`src/gsb_consts.svh`:
```
// Constants for the general-purpose pin status bank
//
// Contract
// - Input pin: status bit reads 1 while pin sits at asserted level, else 0.
// - Output pin: writing 1 drives asserted level, writing 0 drives deasserted level.
// - Status bit writable only while its pin is an output; otherwise writes ignored.
// - Polarity of pins 0 to 3 from bits 1,3,5,7 of config register 1.
// - Polarity of pins 4 to 7 from bits 1,3,5,7 of config register 2.
// - Polarity of pins 8 to 11 from bits 1,3,5,7 of config register 3.
// - Polarity of pins 12 to 15 from bits 1,3,5,7 of config register 4.
// - Register 0x24 holds status of pins 0 to 7, zero at reset.
// - Register 0x25 holds status of pins 8 to 15, zero at reset.
`ifndef GSB_CONSTS_SVH
`define GSB_CONSTS_SVH

`define GSB_ADDR_W 8
`define GSB_REG_W 8
`define GSB_NPINS 16
`define GSB_NCFG 4
`define GSB_PINS_PER_CFG 4
`define GSB_ADDR_STATUS_LOW 8'h24
`define GSB_ADDR_STATUS_HIGH 8'h25
`define GSB_STATUS_RESET 8'h00
`define GSB_RDATA_UNMAPPED 8'h00
`define GSB_POL_STRIDE 2
`define GSB_POL_OFFSET 1
`define GSB_SYNC_STAGES 2

`endif

```
`src/gsb_pkg.sv`:
```
// Types shared by the general-purpose pin status bank
package gsb_pkg;
   `include "gsb_consts.svh"

   typedef logic [`GSB_REG_W-1:0] gsb_byte_t;
   typedef logic [`GSB_ADDR_W-1:0] gsb_addr_t;
   typedef logic [`GSB_NPINS-1:0] gsb_pins_t;

   typedef enum {
      GSB_SEL_NONE,
      GSB_SEL_LOW,
      GSB_SEL_HIGH
   } gsb_sel_t;

   typedef struct packed {
      gsb_pins_t status;
      gsb_pins_t pin_out;
      gsb_pins_t pin_oe;
      gsb_byte_t rdata;
      logic rd_valid;
   } gsb_state_t;
endpackage

```
`src/gsb_top.sv`:
```
// General-purpose pin status bank: two status registers over sixteen pins
`timescale 1ns/1ps
`include "gsb_consts.svh"
module gsb_top #(
   parameter int NPINS = 16,
   parameter int SYNC_STAGES = 2
) (
   // Clock and reset
   input wire logic clk,
   input wire logic rst,
   // Register access port
   input wire gsb_pkg::gsb_addr_t reg_addr,
   input wire logic reg_wr,
   input wire gsb_pkg::gsb_byte_t reg_wdata,
   input wire logic reg_rd,
   output gsb_pkg::gsb_byte_t reg_rdata,
   output logic reg_rd_valid,
   // Pin configuration registers, held elsewhere
   input wire gsb_pkg::gsb_byte_t pin_cfg_1,
   input wire gsb_pkg::gsb_byte_t pin_cfg_2,
   input wire gsb_pkg::gsb_byte_t pin_cfg_3,
   input wire gsb_pkg::gsb_byte_t pin_cfg_4,
   input wire gsb_pkg::gsb_pins_t pin_dir_out,
   // General-purpose pins, bit n is general_pin_n
   input wire gsb_pkg::gsb_pins_t general_pin_in,
   output gsb_pkg::gsb_pins_t general_pin_out,
   output gsb_pkg::gsb_pins_t general_pin_oe,
   // Status view
   output gsb_pkg::gsb_pins_t pin_status
);
   import gsb_pkg::*;

   // ------------------------------------------------------------------
   // Elaboration checks
   // ------------------------------------------------------------------
   if (NPINS != `GSB_NPINS) begin : g_chk_pins
      $error("gsb_top: pin count must match the two status registers");
   end
   if (SYNC_STAGES != `GSB_SYNC_STAGES) begin : g_chk_sync
      $error("gsb_top: only a two-stage synchroniser is provided");
   end
   if (`GSB_NCFG * `GSB_PINS_PER_CFG != NPINS) begin : g_chk_cfg
      $error("gsb_top: config registers must cover every pin");
   end
   if (`GSB_POL_STRIDE * (`GSB_PINS_PER_CFG - 1) + `GSB_POL_OFFSET >= `GSB_REG_W) begin : g_fit
      $error("gsb_top: polarity bits must fit in one config byte");
   end
   if (`GSB_ADDR_STATUS_LOW == `GSB_ADDR_STATUS_HIGH) begin : g_chk_addr
      $error("gsb_top: the two status registers need distinct addresses");
   end

   // ------------------------------------------------------------------
   // Decoding helpers
   // ------------------------------------------------------------------
   // Which status register an address selects
   function automatic gsb_sel_t reg_sel(input gsb_addr_t addr);
      gsb_sel_t sel;
      sel = GSB_SEL_NONE;
      case (addr)
         `GSB_ADDR_STATUS_LOW: begin
            sel = GSB_SEL_LOW;
         end
         `GSB_ADDR_STATUS_HIGH: begin
            sel = GSB_SEL_HIGH;
         end
         default: begin
            sel = GSB_SEL_NONE;
         end
      endcase
      return sel;
   endfunction

   // Polarity bit of the pin at slot k within its config register
   function automatic logic pol_bit(input gsb_byte_t cfg, input int k);
      int idx;
      idx = `GSB_POL_STRIDE * k + `GSB_POL_OFFSET;
      return cfg[idx];
   endfunction

   // Maps between pin level and assertion under a polarity
   function automatic logic apply_pol(input logic act_hi, input logic val);
      logic lvl;
      lvl = act_hi ? val : ~val;
      return lvl;
   endfunction

   // Status byte that a read of the selected register returns
   function automatic gsb_byte_t read_byte(input gsb_sel_t sel, input gsb_pins_t bits);
      gsb_byte_t b;
      case (sel)
         GSB_SEL_LOW: begin
            b = bits[`GSB_REG_W-1:0];
         end
         GSB_SEL_HIGH: begin
            b = bits[NPINS-1:`GSB_REG_W];
         end
         default: begin
            b = `GSB_RDATA_UNMAPPED;
         end
      endcase
      return b;
   endfunction

   // ------------------------------------------------------------------
   // State
   // ------------------------------------------------------------------
   gsb_state_t st_r;
   gsb_state_t st_nxt;

   gsb_pins_t pin_sync;
   gsb_pins_t act_high;
   gsb_pins_t pin_asserted;
   gsb_pins_t wr_hit;
   gsb_pins_t wr_bit;
   gsb_sel_t wr_sel;
   gsb_sel_t rd_sel;
   gsb_byte_t cfg_regs [`GSB_NCFG];

   assign cfg_regs[0] = pin_cfg_1;
   assign cfg_regs[1] = pin_cfg_2;
   assign cfg_regs[2] = pin_cfg_3;
   assign cfg_regs[3] = pin_cfg_4;
   assign wr_sel = reg_sel(reg_addr);
   assign rd_sel = wr_sel;

   // ------------------------------------------------------------------
   // Input synchroniser
   // ------------------------------------------------------------------
   gsb_sync #(
      .W(NPINS)
   ) u_sync (
      .clk(clk),
      .rst(rst),
      .d(general_pin_in),
      .q(pin_sync)
   );

   // ------------------------------------------------------------------
   // Per-pin polarity and write qualification
   // ------------------------------------------------------------------
   for (genvar g = 0; g < NPINS; g++) begin : g_pin
      // Config register and slot holding this pin's polarity
      localparam int CFG = g / `GSB_PINS_PER_CFG;
      localparam int SLOT = g % `GSB_PINS_PER_CFG;
      localparam int HALF = g / `GSB_REG_W;
      localparam int BIT = g % `GSB_REG_W;

      if (CFG == 0) begin : g_c1
         assign act_high[g] = pol_bit(cfg_regs[CFG], SLOT);
      end else if (CFG == 1) begin : g_c2
         assign act_high[g] = pol_bit(cfg_regs[CFG], SLOT);
      end else if (CFG == 2) begin : g_c3
         assign act_high[g] = pol_bit(cfg_regs[CFG], SLOT);
      end else begin : g_c4
         assign act_high[g] = pol_bit(cfg_regs[CFG], SLOT);
      end

      // Asserted means high or low as polarity selects
      assign pin_asserted[g] = apply_pol(act_high[g], pin_sync[g]);

      // Writes land only on output pins of the addressed register
      if (HALF == 0) begin : g_lo
         assign wr_hit[g] = reg_wr && pin_dir_out[g] && (wr_sel == GSB_SEL_LOW);
      end else begin : g_hi
         assign wr_hit[g] = reg_wr && pin_dir_out[g] && (wr_sel == GSB_SEL_HIGH);
      end

      // Write data bit that lands on this pin
      assign wr_bit[g] = reg_wdata[BIT];
   end

   // ------------------------------------------------------------------
   // Next state
   // ------------------------------------------------------------------
   always_comb begin
      st_nxt = st_r;
      st_nxt.rd_valid = 1'b0;

      // Input pins track the pin; output pins keep their value until written
      for (int i = 0; i < NPINS; i++) begin
         if (!pin_dir_out[i]) begin
            st_nxt.status[i] = pin_asserted[i];
         end else if (wr_hit[i]) begin
            st_nxt.status[i] = wr_bit[i];
         end
      end

      // Output pins follow the status bit through polarity
      for (int i = 0; i < NPINS; i++) begin
         st_nxt.pin_out[i] = apply_pol(act_high[i], st_nxt.status[i]);
      end
      // Drive enable follows the direction one cycle later
      st_nxt.pin_oe = pin_dir_out;

      // Reads return the value held before this cycle's update
      if (reg_rd) begin
         st_nxt.rd_valid = 1'b1;
         st_nxt.rdata = read_byte(rd_sel, st_r.status);
      end
   end

   // ------------------------------------------------------------------
   // Registers
   // ------------------------------------------------------------------
   always_ff @(posedge clk) begin
      if (rst) begin
         st_r.status <= {`GSB_STATUS_RESET, `GSB_STATUS_RESET};
         // Pins stay undriven until the first edge after release
         st_r.pin_out <= '0;
         st_r.pin_oe <= '0;
         st_r.rdata <= `GSB_RDATA_UNMAPPED;
         st_r.rd_valid <= 1'b0;
      end else begin
         st_r <= st_nxt;
      end
   end

   // ------------------------------------------------------------------
   // Outputs
   // ------------------------------------------------------------------
   assign reg_rdata = st_r.rdata;
   assign reg_rd_valid = st_r.rd_valid;
   assign general_pin_out = st_r.pin_out;
   assign general_pin_oe = st_r.pin_oe;
   assign pin_status = st_r.status;
endmodule

```
`src/gsb_sync.sv`:
```
// Two-stage level synchroniser for the pin inputs
`timescale 1ns/1ps
module gsb_sync #(
   parameter int W = 16
) (
   // Clock and reset
   input wire logic clk,
   input wire logic rst,
   // Levels
   input wire logic [W-1:0] d,
   output logic [W-1:0] q
);
   typedef struct packed {
      logic [W-1:0] meta;
      logic [W-1:0] stable;
   } gsb_sync_state_t;

   gsb_sync_state_t st_r;
   gsb_sync_state_t st_nxt;

   if (W < 1) begin : g_chk
      $error("gsb_sync: width must be at least one");
   end

   // First stage feeds only the second stage
   always_comb begin
      st_nxt = st_r;
      st_nxt.meta = d;
      st_nxt.stable = st_r.meta;
   end

   always_ff @(posedge clk) begin
      if (rst) begin
         st_r <= '0;
      end else begin
         st_r <= st_nxt;
      end
   end

   assign q = st_r.stable;
endmodule

```
`config.mk`:
```
export PLATFORM = sky130hd
export DESIGN_NAME = gsb_top
export DESIGN_NICKNAME = d
export VERILOG_FILES = /design/src/gsb_pkg.sv /design/src/gsb_top.sv /design/src/gsb_sync.sv
export VERILOG_INCLUDE_DIRS = /design/src
export SDC_FILE = /design/constraint.sdc
export NUM_CORES = 1
export LEC_CHECK = 0
export ABC_AREA = 1
export BUFFER_PORTS_ARGS = -buffer_cell sky130_fd_sc_hd__buf_4
export CORE_AREA = 2 2 94 96
export CTS_CLUSTER_DIAMETER = 200
export DETAILED_ROUTE_END_ITERATION = 8
export DIE_AREA = 0 0 96 98
export HOLD_SLACK_MARGIN = 0.12
export PLACE_DENSITY = 0.71
export SYNTH_ARGS = -nofsm -noshare
export SYNTH_HDL_FRONTEND = slang
export SYNTH_HIERARCHICAL = 1
export SYNTH_SLANG_ARGS = --single-unit
```
`constraint.sdc`:
```
create_clock -name clk -period 1.6 [get_ports clk]
set_clock_uncertainty 0.2 [all_clocks]
set_input_delay 0.16 -clock clk [delete_from_list [all_inputs] [get_ports clk]]
set_output_delay 0.16 -clock clk [all_outputs]
set_load 0.05 [all_outputs]
```
==> metrics <==
Antenna Violating Nets Remaining 0; post-CTS setup buffer count 0; TritonCTS clock tree built; Critical Path Source Type input pin; Yosys warnings 6; Final Net Count between 700 and 800; hold slack roughly 170 ps; Layout fillers about 700; final WL around 10 mm; syn avg cell area roughly 7.3 um2; Final period util between 90% and 100%; PwrDens just under 900 nW/um2; total gr overflow 0; Synth Area in Simple Gates between 30% and 40%; FF+latch count, synth 89; routed len/inst between 10 and 15 um; clock latency on the worst-skew pair 350 ps; cts bufs inserted 9; total design power 5030 uW; initial DRC count between 100 and 150; Final min period 1550 ps; core area approximately 8500 um2; DRT Pass-1 Iters 4; Die Footprint 9410 um2; sequential area share after synthesis 49.3%; Initial Util between 40 and 50%; number of global-route vias before repair approximately 3,700; first-pass GRT wire length about 16 mm; worst setup slack after layout between 50 and 60 ps; post-placement cell area 4650 um2; Die Ht 98 um; largest net degree at the start of global routing 28; mapped cell area between 3000 and 4000 um2; # DRC 0; clock sinks 89; P_leak 0.00290 uW; clock transition at the registers of the reported paths about 80 ps; fin area 5640 um2; multiplexer share of the synthesized area 0%; Critical Path Most Common Cell dlygate4sd3_1; compound-gate portion of the synthesized area 3.32%; Synth top area share 49.3%; Synth Area in Adders 0.692%; maximum clock rate approximately 650 MHz; Final setup viols 0; area delta synth->final 56.0%; Max VDD drop 562 uV; maximum fanout along the worst path 26; Max Cap Viol 0; status finished, final reports clean; Worst-Margin Slew 309 ps; highest-count cells in the layout ignoring fill and taps 133 x buf_4, 128 x nand2_1, 89 x dfxtp_1; share of post-route cells with drive strength above 1 26.1%; slowest stage delay, CP around 560 ps; Die Wd around 96 um; crit path kind input pin to flop; Max Root-Sink Buffers 2; Final Hold Fails 0; combinational family with the most area after synthesis simple AND/OR/NAND/NOR gates; worst-path cell chain dlygate4sd3_1, buf_6, nor2_1, dlygate4sd3_1; CP max stage cell dlygate4sd3_1; pre-CTS WS -239 ps; Post-Syn Nets 582; CP endpoint kind flop; CP required 1630 ps; Syn Inst Count a little under 500; most common cell after layout, fill and taps aside buf_4; Root Buffer clkbuf_8; XOR/XNOR Fraction of Synth Area 0%; dominant cell type by area after synthesis dfxtp_1; max-slew violation count 0; initial antenna violation count 0; Vias/cell around 4.5; I/O pins ~140; slew margin rel. ~80%; diode count 0; Cell Rows 34; final core area utilization 66.7%; vias post-DR roughly 3,700; DP HPWL slightly below 7 mm; GRT Overall Usage 22.1%; Yosys cell types 18; synth top area cells dfxtp_1 49%, nand2_1 13%, inv_1 9.1%; GPL Wtd Cong 0.868; CTS H-tree lvls 3; port buffer count about 120; Worst EP arrival about 1600 ps; worst min path class input pin to flop; RSZ-0062 raised after global routing yes
power by group:
part	switching [uW]	internal (uW)
clock network	769	766
logic	646	449
registers	61.5	2340
critical path, delay by kind of cell:
| kind | cells | cell delay, ps |
|---|---|---|
| buf+inv | 3 | 1330 |
| simple gates | 1 | 80 |
cells in the mapped netlist:
| master | instances |
|---|---|
| inv_1 | 88 |
| dfxtp_1 | 89 |
| buf_4 | 2 |
| nand4_1 | 2 |
| inv_2 | 1 |
| buf_8 | 1 |
| nand2_2 | 1 |
| nand3_2 | 20 |
| nand2_1 | 129 |
| a21oi_1 | 24 |
| nor2_1 | 83 |
| nor3_1 | 1 |
| buf_6 | 6 |
| buf_2 | 4 |
| nand2_4 | 1 |
| clkbuf_1 | 2 |
| ha_1 | 2 |
| nand3_1 | 40 |
layer usage:
metal / global-route usage, % / up-vias / wire length [um]
met5: 0 / - / 0
met4: 12.1 / 0 / 289
met3: 2.70 / 26 / 447
met2: 39.3 / 114 / 5220
met1: 25.1 / 1661 / 4060
li1: - / 1902 / -
cell type report:
class / count / area (um2) / area share, %
Clock buffer: 12 / 145 / 2.57
Clock inverter: 4 / 52.6 / 0.931
Inverter: 89 / 334 / 5.92
Multi-Input combinational cell: 303 / 1430 / 25.4
Sequential cell: 89 / 1780 / 31.6
Tap cell: 108 / 135 / 2.39
Timing Repair Buffer: 209 / 1760 / 31.2
timing repair:
item	4_1_cts	5_1_grt
endpoints found under the setup margin	0	28
hold buffers	73	0
resized for setup	0	16
endpoints found under the hold margin	81	0
logic make-up after synthesis:
logic type,after synthesis
fa+ha+maj,2
flops,89
compound gates,24
buf+inv,104
simple gates,277
path summary, 6_finish.rpt:
path / cells past startpoint / slack (ps) / endpoint / startpoint
min reg2reg: 2 / 200 / u_sync/q[8] / u_sync/st_nxt[8]
max: 4 / 50 / u_sync/st_nxt[9] / rst
max reg2reg: 7 / 500 / general_pin_out[6] / u_sync/q[6]
min: 5 / 170 / pin_status[15] / reg_wr
flip-flops by register name, summed over array words and instances, names as in the netlist:
signal	cells
u_sync/st_nxt	16
general_pin_out	16
general_pin_oe	16
reg_rdata	8
u_sync/q	16
pin_status	16
reg_rd_valid	1
through the flow:
| step | TNS, ps | std cells |
|---|---|---|
| after CTS | 0 | 814 |
| after floorplan | 0 | 496 |
| final | 0 | 814 |
| after global routing | -35.7 | 814 |
| after global placement | -4380 | 725 |
| after detailed placement | -6380 | 725 |
No activity file was read; power rests on OpenSTA's default activity.
